==> src/clock_routing_defs.svh <==
// Register offsets, field positions, reset values and code points
// Included by the routing control package users; definitions only
`ifndef CLOCK_ROUTING_DEFS_SVH
`define CLOCK_ROUTING_DEFS_SVH

`define VCO_RANGE_OFFSET      8'h06
`define PIN_FUNCTION_OFFSET   8'h0a
`define SOURCE_TYPE_OFFSET    8'h0b
`define MATRIX_A_BASE_OFFSET  8'h1b
`define MATRIX_A_COUNT        6

`define VCO_RANGE_LSB         5
`define VCO_RANGE_RESET       3'h7
`define PIN_A_CONFIG_LSB      6
`define INPUT_SELECT_BIT      4
`define PIN_B_CONFIG_LSB      2
`define PIN_FUNCTION_RESET    8'h00
`define SOURCE_TYPE_LSB       6
`define SOURCE_TYPE_RESET     2'h0

`define PIN_CFG_POWER_DOWN    2'h0
`define PIN_CFG_TEST_BYPASS   2'h1
`define PIN_CFG_INPUT_SELECT  2'h2
`define PIN_CFG_FORCE_LOW     2'h0
`define PIN_CFG_HIGH_Z        2'h1

`define SRC_CRYSTAL           2'h0
`define SRC_SINGLE_ENDED      2'h1
`define SRC_DIFFERENTIAL      2'h2

`define MATRIX_BYPASS         3'h0
`define MATRIX_PLL1           3'h1
`define MATRIX_PLL2_PLAIN     3'h2
`define MATRIX_PLL2_SPREAD    3'h3
`define MATRIX_PLL3           3'h4
`define MATRIX_RESET          18'h0_9262

`endif

==> src/clock_routing_pkg.sv <==
// Types shared by the clock routing control block
// Constants live in clock_routing_defs.svh
package clock_routing_pkg;
  typedef logic [2:0] matrix_code_t;
  typedef logic [1:0] pin_config_t;
  typedef logic [1:0] source_type_t;
  typedef logic [7:0] reg_byte_t;
endpackage

==> src/synth_clock_routing_pin_control.sv <==
// Configuration and pin-function control of a three-PLL clock synthesizer
// Assumes a byte register port decoded by the management bus engine
//
// Function
// - Each PLL range bit picks 80-200 MHz at 0 and 180-300 MHz at 1.
// - The range bits come up at 1, the high-speed range, after reset.
// - Each of six post-dividers takes its source from a 3-bit matrix code.
// - Spread bypass, pin A power-down or test bypass powers the spread path down and holds it low.
// - Pin A config 00 with pin A low powers down and tri-states outputs.
// - Pin A config 01 with pin A low bypasses and powers down the PLLs.
// - Pin A config 10 makes pin A the input selector over the register bit.
// - Pin A power-down wins over forcing or tri-state asked by pin B.
// - Pin input selection is ignored for crystal or differential input.
// - Pin B config 00 with pin B low forces outputs to inactive level.
// - Pin B config 01 with pin B low tri-states every output.
// - The register select bit picks input 0 when clear, input 1 when set.
// - The register select bit is ignored for crystal or differential input.
// - The source type field picks crystal, single-ended or differential.
`timescale 1ns/1ps
`include "clock_routing_defs.svh"

module synth_clock_routing_pin_control #(
  parameter int DIVIDERS = `MATRIX_A_COUNT
) (
  input  wire logic        core_clk,               // 200 MHz clock
  input  wire logic        reset,                  // Async, active high
  input  wire logic [7:0]  reg_addr,               // Register byte offset
  input  wire logic [7:0]  reg_wdata,              // Write byte
  input  wire logic        reg_wr,                 // Write strobe
  input  wire logic        reg_rd,                 // Read strobe
  output logic      [7:0]  reg_rdata,              // Read byte, next cycle
  input  wire logic        control_pin_a,          // External pin A
  input  wire logic        control_pin_b,          // External pin B
  input  wire logic        spread_bypass,          // Spread bypass setting
  output logic      [2:0]  vco_high_range,         // Per-PLL range
  output logic      [2:0]  pll_power_down,         // Per-PLL power-down
  output logic             input_stage_power_down, // Input stage off
  output logic             divider_bypass,         // Test bypass of M and P
  output logic             clock_input_sel,        // 0 input zero, 1 one
  output logic [3*DIVIDERS-1:0] divider_source,    // Matrix codes in use
  output logic [DIVIDERS-1:0]   divider_active,    // Divider path enabled
  output logic             spread_power_down,      // Spread path off
  output logic             spread_output_low,      // Spread output held low
  output logic             outputs_high_z,         // All outputs 3-state
  output logic             outputs_inactive        // Outputs forced inactive
);

  typedef clock_routing_pkg::matrix_code_t matrix_code_t;

  logic [2:0]              vco_range;
  logic [7:0]              pin_function;
  logic [1:0]              source_type;
  logic [3*DIVIDERS-1:0]   matrix_a;
  logic [2:0]              sync_a;
  logic [2:0]              sync_b;
  logic                    pin_a_level;
  logic                    pin_b_level;
  logic                    next_power_down;
  logic                    next_bypass;
  logic                    next_select;
  logic                    next_high_z;
  logic                    next_inactive;
  logic [7:0]              next_rdata;
  logic                    next_spread_off;

  function automatic logic matrix_valid(input matrix_code_t code);
    matrix_valid = (code <= `MATRIX_PLL3);
  endfunction

  // Write strobe aimed at one register offset
  function automatic logic write_hit(input logic [7:0] wr_addr,
                                     input logic       wr_strobe,
                                     input logic [7:0] offset);
    write_hit = wr_strobe && (wr_addr == offset);
  endfunction

  // Register writes
  always_ff @(posedge core_clk or posedge reset)
  begin
    if (reset)
    begin
      vco_range <= `VCO_RANGE_RESET;
    end
    else if (write_hit(reg_addr, reg_wr, `VCO_RANGE_OFFSET))
    begin
      vco_range <= reg_wdata[`VCO_RANGE_LSB +: 3];
    end
  end

  always_ff @(posedge core_clk or posedge reset)
  begin
    if (reset)
    begin
      pin_function <= `PIN_FUNCTION_RESET;
    end
    else if (write_hit(reg_addr, reg_wr, `PIN_FUNCTION_OFFSET))
    begin
      pin_function <= {reg_wdata[7:2], 2'h0};
    end
  end

  always_ff @(posedge core_clk or posedge reset)
  begin
    if (reset)
    begin
      source_type <= `SOURCE_TYPE_RESET;
    end
    else if (write_hit(reg_addr, reg_wr, `SOURCE_TYPE_OFFSET))
    begin
      source_type <= reg_wdata[`SOURCE_TYPE_LSB +: 2];
    end
  end

  genvar gi;
  generate
    for (gi = 0; gi < DIVIDERS; gi++)
    begin : g_matrix
      always_ff @(posedge core_clk or posedge reset)
      begin
        if (reset)
        begin
          matrix_a[3*gi +: 3] <= 3'(`MATRIX_RESET >> (3*gi));
        end
        else if (write_hit(reg_addr, reg_wr, `MATRIX_A_BASE_OFFSET + 8'(gi)))
        begin
          matrix_a[3*gi +: 3] <= reg_wdata[2:0];
        end
      end

      always_ff @(posedge core_clk or posedge reset)
      begin
        if (reset)
        begin
          divider_source[3*gi +: 3] <= 3'(`MATRIX_RESET >> (3*gi));
        end
        else
        begin
          // Test bypass routes every divider to the input clock
          divider_source[3*gi +: 3] <= next_bypass ? `MATRIX_BYPASS
                                       : matrix_a[3*gi +: 3];
        end
      end

      // Reserved codes leave the divider path idle
      always_ff @(posedge core_clk or posedge reset)
      begin
        if (reset)
        begin
          divider_active[gi] <= 1'b0;
        end
        else
        begin
          divider_active[gi] <= matrix_valid(matrix_a[3*gi +: 3])
                                && !next_power_down;
        end
      end
    end
  endgenerate

  // Register reads
  always_comb
  begin
    next_rdata = 8'h00;
    if (reg_addr == `VCO_RANGE_OFFSET)
    begin
      next_rdata[`VCO_RANGE_LSB +: 3] = vco_range;
    end
    else if (reg_addr == `PIN_FUNCTION_OFFSET)
    begin
      next_rdata = pin_function;
    end
    else if (reg_addr == `SOURCE_TYPE_OFFSET)
    begin
      next_rdata[`SOURCE_TYPE_LSB +: 2] = source_type;
    end
    else if (reg_addr >= `MATRIX_A_BASE_OFFSET
             && reg_addr < `MATRIX_A_BASE_OFFSET + 8'(DIVIDERS))
    begin
      next_rdata[2:0] = matrix_a[3*(reg_addr - `MATRIX_A_BASE_OFFSET) +: 3];
    end
  end

  always_ff @(posedge core_clk or posedge reset)
  begin
    if (reset)
    begin
      reg_rdata <= 8'h00;
    end
    else if (reg_rd)
    begin
      reg_rdata <= next_rdata;
    end
  end

  // Pin synchronisers, level taken once stages two and three agree
  always_ff @(posedge core_clk or posedge reset)
  begin
    if (reset)
    begin
      sync_a      <= 3'h7;
      sync_b      <= 3'h7;
      pin_a_level <= 1'b1;
      pin_b_level <= 1'b1;
    end
    else
    begin
      sync_a <= {sync_a[1:0], control_pin_a};
      sync_b <= {sync_b[1:0], control_pin_b};
      if (sync_a[1] == sync_a[2])
      begin
        pin_a_level <= sync_a[2];
      end
      if (sync_b[1] == sync_b[2])
      begin
        pin_b_level <= sync_b[2];
      end
    end
  end

  // Pin function decode
  always_comb
  begin
    next_power_down = 1'b0;
    next_bypass     = 1'b0;
    next_select     = 1'b0;
    next_high_z     = 1'b0;
    next_inactive   = 1'b0;
    case (pin_function[`PIN_A_CONFIG_LSB +: 2])
      `PIN_CFG_POWER_DOWN:  next_power_down = !pin_a_level;
      `PIN_CFG_TEST_BYPASS: next_bypass     = !pin_a_level;
      default:              next_bypass     = 1'b0;
    endcase
    if (source_type == `SRC_SINGLE_ENDED)
    begin
      if (pin_function[`PIN_A_CONFIG_LSB +: 2] == `PIN_CFG_INPUT_SELECT)
      begin
        next_select = pin_a_level;
      end
      else
      begin
        next_select = pin_function[`INPUT_SELECT_BIT];
      end
    end
    if (next_power_down)
    begin
      next_high_z = 1'b1;
    end
    else if (!pin_b_level)
    begin
      case (pin_function[`PIN_B_CONFIG_LSB +: 2])
        `PIN_CFG_FORCE_LOW: next_inactive = 1'b1;
        `PIN_CFG_HIGH_Z:    next_high_z   = 1'b1;
        default:            next_inactive = 1'b0;
      endcase
    end
    next_spread_off = spread_bypass || next_power_down || next_bypass;
  end

  always_ff @(posedge core_clk or posedge reset)
  begin
    if (reset)
    begin
      pll_power_down         <= 3'h0;
      input_stage_power_down <= 1'b0;
      divider_bypass         <= 1'b0;
      outputs_high_z         <= 1'b0;
      outputs_inactive       <= 1'b0;
    end
    else
    begin
      pll_power_down         <= {3{next_power_down | next_bypass}};
      input_stage_power_down <= next_power_down;
      divider_bypass         <= next_bypass;
      outputs_high_z         <= next_high_z;
      outputs_inactive       <= next_inactive;
    end
  end

  always_ff @(posedge core_clk or posedge reset)
  begin
    if (reset)
    begin
      vco_high_range <= `VCO_RANGE_RESET;
    end
    else
    begin
      vco_high_range <= vco_range;
    end
  end

  // Input choice follows its register or pin one edge later
  always_ff @(posedge core_clk or posedge reset)
  begin
    if (reset)
    begin
      clock_input_sel <= 1'b0;
    end
    else
    begin
      clock_input_sel <= next_select;
    end
  end

  // Spread path off on its own bypass, full power-down or test bypass
  always_ff @(posedge core_clk or posedge reset)
  begin
    if (reset)
    begin
      spread_power_down <= 1'b0;
      spread_output_low <= 1'b0;
    end
    else
    begin
      spread_power_down <= next_spread_off;
      spread_output_low <= next_spread_off;
    end
  end

endmodule

==> config.mk <==
export PLATFORM = sky130hd
export DESIGN_NAME = synth_clock_routing_pin_control
export DESIGN_NICKNAME = d
export VERILOG_FILES = /design/src/clock_routing_pkg.sv /design/src/synth_clock_routing_pin_control.sv
export VERILOG_INCLUDE_DIRS = /design/src
export SDC_FILE = /design/constraint.sdc
export NUM_CORES = 1
export LEC_CHECK = 0
export BUFFER_PORTS_ARGS = -buffer_cell sky130_fd_sc_hd__buf_2
export CAP_MARGIN = 10
export CORE_ASPECT_RATIO = 1.1
export CORE_MARGIN = 1.5
export CORE_UTILIZATION = 50
export CTS_BUF_LIST = sky130_fd_sc_hd__clkbuf_4 sky130_fd_sc_hd__clkbuf_8
export DETAILED_ROUTE_END_ITERATION = 10
export PLACE_DENSITY = 0.77
export SYNTH_ARGS = -nofsm -noshare
export SYNTH_HDL_FRONTEND = slang
export SYNTH_SLANG_ARGS = --single-unit
==> constraint.sdc <==
create_clock -name core_clk -period 4.5 [get_ports core_clk]
set_clock_uncertainty 0.05 [all_clocks]
set_input_delay 0.9 -clock core_clk [delete_from_list [all_inputs] [get_ports core_clk]]
set_output_delay 0.9 -clock core_clk [all_outputs]
set_load 0.01 [all_outputs]
==> flow_summary.yaml, run 1 <==
outcome:
  status: "finished, final reports clean"
sta:
  finalSetupViolCount: 0
  final.setup.tns_ns: 0
  max_freq_mhz: 278.5
  period_minus_slack_ns: 3.591
  slew_headroom_pct: 26.73
  finalCritPeriodShare_pct: 79.79
  slew_viol_final: 0
  grt_setup_unrepaired: "false"
  tightest_slew_ns: 1.091
  hold_violations: 0
pwr:
  power_switching_uw: 446.0
  power_frac_seq_pct: 50.9
  ir_worst_vdd_mv: 0.2366
  p_int_mw: 1.094
  p_clk_share_pct: 29.8
  pwr-share-comb_pct: 19.3
  leakage_nw: 2.128
  switching_share_pct: 28.97
  p_per_area_nw_per_um2: 346.5
clocking:
  postCtsSetupBuffers: 0
  cts_tree: "done"
  h-tree-depth: 3
  clk_pin_slew_ns: 0.08
  clock-root-buffer: "clkbuf_8"
  cts_hold_buffers: 0
  cts_buffers: 9
  clk_latency_ns: 0.35
  ctsLongestPathBuffers: 2
  clkSinkCount: 79
  cts_resized: 0
placement:
  gp_congestion: 0.8887
  hpwl_um: 5704
  placed_cell_area_um2: 4274
  portBuffers: 67
cells_and_area:
  nFillCells: 584
  area_delta_synth_final_pct: 15.07
  fin_area_um2: 4443
  nets: 408
  multi_input_area_um2: 1715
  insertedDiodeCount: 0
  drive_above_1_share_pct: 43.47
  seqCellArea_um2: 2009
routing:
  wire_per_inst_um: 15.78
  first_pass_iters: 4
  drt_iter0_markers: 125
  vias: 2516
  postRouteAntennaNets: 0
  avgViaCountPerCell: 5.242
  wirelength_um: 7574
  drc_errors: 0
critical_path:
  worstPathArrival_ns: 3.82
  required_ns: 4.73
  worstReg2RegEnd: "reg_rdata[0]"
  critical_path.max_fanout: 6
  ff2ff_setup_slack_ns: 2.65
  crit_type: "in -> reg"
  start_kind: "input pin"
  crit_path_end_kind: "flip-flop"
  rr_startpoint: "matrix_a[14]"
  reg2regPathDepth: 4
worst_hold_path:
  worstHoldPathCells: 0
  worstHoldStart: "sync_b[0]"
  hold_path_end: "sync_b[1]"
  min_path_type: "reg -> reg"
synth:
  ys_async_sr_fraction_pct: 100.0
  synthesis.area_um2: 3861
  synthCells: 301
  yosys_register_bits: 79
  synth_cell_types: 50
  seq_area_frac_synth_pct: 52.04
  yosys_warnings: 0
  ys.flop_type: "dfrtp_1"
  syn_nets: 339
  synth_area_per_cell_um2: 12.83
  synth_edf_count: 0
floorplanning:
  pin_count: 68
  die_x_um: 86.79
  coreArea_um2: 7473
  fp.dieH_um: 95.17
  start_util_pct: 51.67
  die-area_um2: 8259
  rows: 33
global_route:
  grt_max_degree: 29
  grt_util_all_layers_pct: 19.67
  antenna_found_initial: 0
  overflow: 0
  grt_pass1_vias: 2394
  grt_pass1_wl_um: 11920
run:
  cap_viol_max_count: 0
power groups by stage:
stage | sequential, mW | clock, mW | combinational, mW
finish | 0.784 | 0.458 | 0.297
global route | 0.789 | 0.501 | 0.330
CTS | 0.784 | 0.471 | 0.300
detailed placement | 0.797 | 0 | 0.298
global placement | 0.795 | 0 | 0.292
floorplan | 0.801 | 0 | 0.211
worst max-delay path by stage:
stage	from	endpoint	depth (start not counted)
after floorplan	reg_addr[0]	reg_rdata[1]	15
after CTS	reg_addr[0]	reg_rdata[1]	13
after detailed placement	reg_addr[0]	reg_rdata[1]	13
after global placement	reg_addr[0]	reg_rdata[1]	13
final	reg_addr[0]	reg_rdata[1]	13
after global routing	reg_addr[1]	reg_rdata[1]	13
critical path: stages:
cell       delay [ns]
buf_2            0.13
ha_1             0.27
or2_4            0.28
nand2_1          0.08
xnor2_1          0.15
ha_1             0.27
ha_1             0.34
a21o_1           0.17
a21oi_1          0.14
xnor3_2          0.51
o31ai_1          0.27
o2111ai_1        0.16
o21ai_1          0.16
cells by family (layout without fill, tap and decap cells):
group | after synthesis | count (layout) | share of synthesized area (%)
buffers and inverters | 27 | 101 | 3.532
muxes | 45 | 45 | 17.14
adders and majority gates | 17 | 17 | 5.574
DFF | 79 | 79 | 52.04
and+or+nand+nor | 86 | 86 | 11.76
xor gates and xnor gates | 9 | 9 | 2.819
AOI/OAI and AO/OA | 38 | 38 | 7.129
synthesized netlist by cell type, types with 4 or more instances:
cell	instances	area share (%)
nand3_1	5	0.65
o21ai_0	4	0.52
dfrtp_1	53	34
o21a_1	6	1.2
nor4_1	5	0.81
mux4_2	14	8.2
dfstp_2	26	18
a21oi_1	6	0.78
and3_1	4	0.65
nor2b_1	22	3.6
xnor2_1	5	1.1
nor2_1	17	1.7
clkbuf_1	6	0.58
nand2_1	17	1.7
inv_1	14	1.4
ha_1	14	4.5
mux2_2	26	7.6
routing by layer:
metal / global-route usage, % / share of wire (%) / vias to the layer above
met5: 0 / 0 / -
met4: 6.855 / 1.3 / 0
met3: 5.541 / 4.5 / 8
li1: - / - / 1199
met2: 32.69 / 51 / 60
met1: 24.67 / 43 / 1249
cell type report:
| cell class | count | area share, % |
|---|---|---|
| Sequential cell | 79 | 45.23 |
| Tap cell | 105 | 2.957 |
| Clock inverter | 6 | 0.8448 |
| Multi-Input combinational cell | 195 | 38.61 |
| Timing Repair Buffer | 71 | 8.223 |
| Inverter | 14 | 1.183 |
| Clock buffer | 10 | 2.957 |
stage by stage:
step	setup WS, ns	hold WS (ns)	util (%)	cells	power (mW)
6_report	0.9093	0.3067	59.45	480	1.540
5_1_grt	0.7005	0.3116	59.45	480	1.620
4_1_cts	0.9524	0.3081	59.45	480	1.556
3_5_place_dp	0.5837	0.2969	57.19	464	1.095
3_3_place_gp	0.6848	0.2958	57.19	464	1.087
2_1_floorplan	0.7616	0.2952	-	301	1.012
flip-flops by register name (all words and copies together), names as in the netlist:
| name | cells |
|---|---|
| spread_output_low | 1 |
| outputs_inactive | 1 |
| clock_input_sel | 1 |
| sync_b | 3 |
| input_stage_power_down | 1 |
| matrix_a | 18 |
| outputs_high_z | 1 |
| sync_a | 3 |
| vco_range | 3 |
| divider_bypass | 1 |
| divider_source | 18 |
| vco_high_range | 3 |
| reg_rdata | 8 |
| pin_function | 6 |
| source_type | 2 |
| pin_a_level | 1 |
| pll_power_down | 1 |
| divider_active | 6 |
| pin_b_level | 1 |
cell usage in the layout, fill, tap and decap left out, types with 2 or more instances in the layout:
cell type / Yosys / routed
o22ai_1: 3 / 3
and3_1: 4 / 4
maj3_1: 2 / 2
nand3_1: 5 / 5
clkinv_2: 0 / 4
a31oi_1: 3 / 3
dfstp_2: 26 / 26
a21o_1: 3 / 3
nand2_1: 17 / 17
clkinv_4: 0 / 2
mux4_2: 14 / 14
buf_4: 3 / 4
a22o_1: 3 / 3
a21oi_1: 6 / 6
nor3_1: 3 / 3
inv_1: 14 / 13
clkbuf_8: 0 / 9
nor2b_1: 22 / 22
dfrtp_1: 53 / 53
xnor2_2: 2 / 2
nor3b_1: 3 / 3
o21ai_1: 2 / 2
o21ai_0: 4 / 4
nor2_1: 17 / 17
mux2_2: 26 / 26
ha_1: 14 / 14
a22oi_1: 2 / 2
xnor2_1: 5 / 5
and2_1: 2 / 2
mux2i_1: 2 / 2
nor4_1: 5 / 5
o21a_1: 6 / 6
buf_2: 1 / 67
mux2_1: 3 / 3
No activity file was read; power rests on OpenSTA's default activity.
==> run 2: changes to the inputs <==
--- a/config.mk
+++ b/config.mk
@@ -13,7 +13,7 @@
 export CORE_UTILIZATION = 50
 export CTS_BUF_LIST = sky130_fd_sc_hd__clkbuf_4 sky130_fd_sc_hd__clkbuf_8
 export DETAILED_ROUTE_END_ITERATION = 10
-export PLACE_DENSITY = 0.77
+export PLACE_DENSITY = 0.79
 export SYNTH_ARGS = -nofsm -noshare
 export SYNTH_HDL_FRONTEND = slang
 export SYNTH_SLANG_ARGS = --single-unit
==> constraint.sdc (replaced) <==
create_clock -name core_clk -period 3.26 [get_ports core_clk]
set_clock_uncertainty 0.05 [all_clocks]
set_input_delay 0.652 -clock core_clk [delete_from_list [all_inputs] [get_ports core_clk]]
set_output_delay 0.652 -clock core_clk [all_outputs]
set_load 0.01 [all_outputs]
==> run 2 against run 1 <==
Against the previous run:
- sequential power up 38%
- clock-buffer cell count up 2
- combinational power up 59%
- wire length up 6.0%
- critical endpoint unchanged
- largest cell class unchanged
==> flow_summary.yaml, run 2 (synthesized netlist as in run 1, its figures left out) <==
clocking:
  cts_hold_buffers: 0
  cts_buffers: 9
  clkSinkCount: 79
  h-tree-depth: 3
  clk_latency_ns: 0.35
  cts_tree: "done"
  clock-root-buffer: "clkbuf_8"
  ctsLongestPathBuffers: 2
  postCtsSetupBuffers: 0
  cts_resized: 0
  clk_pin_slew_ns: 0.08
pwr:
  leakage_nw: 2.220
  p_per_area_nw_per_um2: 504.0
  ir_worst_vdd_mv: 0.3402
sta:
  period_minus_slack_ns: 3.022
  max_freq_mhz: 330.9
  final.setup.tns_ns: 0
  grt_setup_unrepaired: "false"
  whs_ns: 0.3086
  finalSetupViolCount: 0
  hold_violations: 0
  slew_headroom_pct: 50.80
  tightest_slew_ns: 0.7369
  finalCritPeriodShare_pct: 92.69
  slew_viol_final: 0
critical_path:
  cpMaxStageDelayCell: "xnor3_2"
  reg2regPathDepth: 4
  worstReg2RegEnd: "reg_rdata[2]"
  rr_startpoint: "matrix_a[17]"
  startpoint: "reg_addr[0]"
  ff2ff_setup_slack_ns: 1.33
  path_cells: "buf_2, ha_1, xnor2_1, ha_1, ha_1, inv_1, fa_1, inv_1, a21o_1, a21oi_1, xnor3_2, o31ai_1, o2111ai_1, o21ai_1"
  start_kind: "input pin"
  cp-endpoint: "reg_rdata[1]"
  path_delay_family: "adder cells"
  worstPathArrival_ns: 3.25
  critPathMaxStageDelay_ns: 0.34
  cp_common_cell: "ha_1"
  crit_path_end_kind: "flip-flop"
  required_ns: 3.49
  crit_type: "in -> reg"
  critical_path.max_fanout: 6
  path_depth: 14
  crit_buf_inv: 3
cells_and_area:
  final_cell_mix: "67 x buf_2, 53 x dfrtp_1, 26 x mux2_2, 26 x dfstp_2, 22 x nor2b_1"
  fin_area_um2: 4628
  area_delta_synth_final_pct: 19.86
  insertedDiodeCount: 0
  nets: 423
  largest_registers: "divider_source: 18 flops, matrix_a: 18 flops, reg_rdata: 8 flops"
  nFillCells: 591
  drive_above_1_share_pct: 46.41
  layout_commonest_cell: "buf_2"
  fin_util_pct: 61.93
floorplanning:
  die-area_um2: 8259
  start_util_pct: 51.67
  rows: 33
  fp.dieH_um: 95.17
  pin_count: 68
  die_x_um: 86.79
  coreArea_um2: 7473
routing:
  wire_per_inst_um: 16.22
  avgViaCountPerCell: 5.374
  vias: 2660
  first_pass_iters: 4
  drt_iter0_markers: 224
  wirelength_um: 8028
  drc_errors: 0
  postRouteAntennaNets: 0
global_route:
  grt_pass1_vias: 2634
  grt_pass1_wl_um: 12970
  antenna_found_initial: 0
  grt_util_all_layers_pct: 20.79
  overflow: 0
  grt_max_degree: 45
placement:
  portBuffers: 67
  gp_congestion: 0.8363
  hpwl_um: 5830
  placed_cell_area_um2: 4412
outcome:
  status: "finished, final reports clean"
run:
  cap_viol_max_count: 0
worst_hold_path:
  min_path_type: "reg -> reg"
run 2: cell types whose count changed in the layout (fill, tap and decap cells not counted), sizes merged:
cell      previous run  this run
clkinv               6         1
clkinvlp             0         1
clkbuf              10        12
buf                 71        86
bufinv               0         1
inv                 14        15
run 2: worst register-to-register path, cell delays in order (launching register included):
cell and delay [ns]:
dfrtp_1 0.47, mux4_2 0.48, mux4_2 0.47, a31oi_1 0.25, o21ai_1 0.09
run 2: how the worst min path moves through the flow:
stage / from / end / slack, ns / cells past startpoint
final: sync_b[0] / sync_b[1] / 0.31 / 0
after floorplan: sync_a[0] / sync_a[1] / 0.30 / 0
after global placement: sync_b[0] / sync_b[1] / 0.30 / 0
after CTS: sync_b[0] / sync_b[1] / 0.31 / 0
after global routing: sync_b[0] / sync_b[1] / 0.31 / 0
after detailed placement: sync_b[0] / sync_b[1] / 0.30 / 0
run 2: metrics by stage:
stage               power, mW  setup slack, ns  std cells
floorplan               1.397         0.002491        301
global placement        1.559         -0.08726        479
detailed placement      1.572          -0.1262        479
CTS                     2.350           0.2450        495
global route            2.437          0.04304        495
finish                  2.333           0.2384        495
run 2: routing by layer:
| metal | vias to the layer above | GRT usage (%) | share of wire (%) |
|---|---|---|---|
| li1 | 1231 | - | - |
| met1 | 1330 | 26.99 | 42 |
| met2 | 87 | 34.37 | 52 |
| met3 | 12 | 4.848 | 5.3 |
| met4 | 0 | 7.124 | 1.6 |
| met5 | - | 0 | 0 |
run 2: area by class of cell:
type                    count  area, um^2  area share (%)
clock inverters             4       51.30           1.108
flip-flops and latches     79        2009           43.42
inverters                  14       52.55           1.135
clock buffers              12       165.2           3.569
well taps                 105       131.4           2.839
repair buffers             86       490.5           10.60
multi-input cells         195        1728           37.33
run 2: power by group:
part	total, mW	switching, mW	internal [mW]	leakage (nW)
clock network	0.778	0.360	0.418	0.109
registers	1.08	0.0372	1.05	0.975
logic	0.472	0.245	0.227	1.14
total	2.33	0.642	1.69	2.22
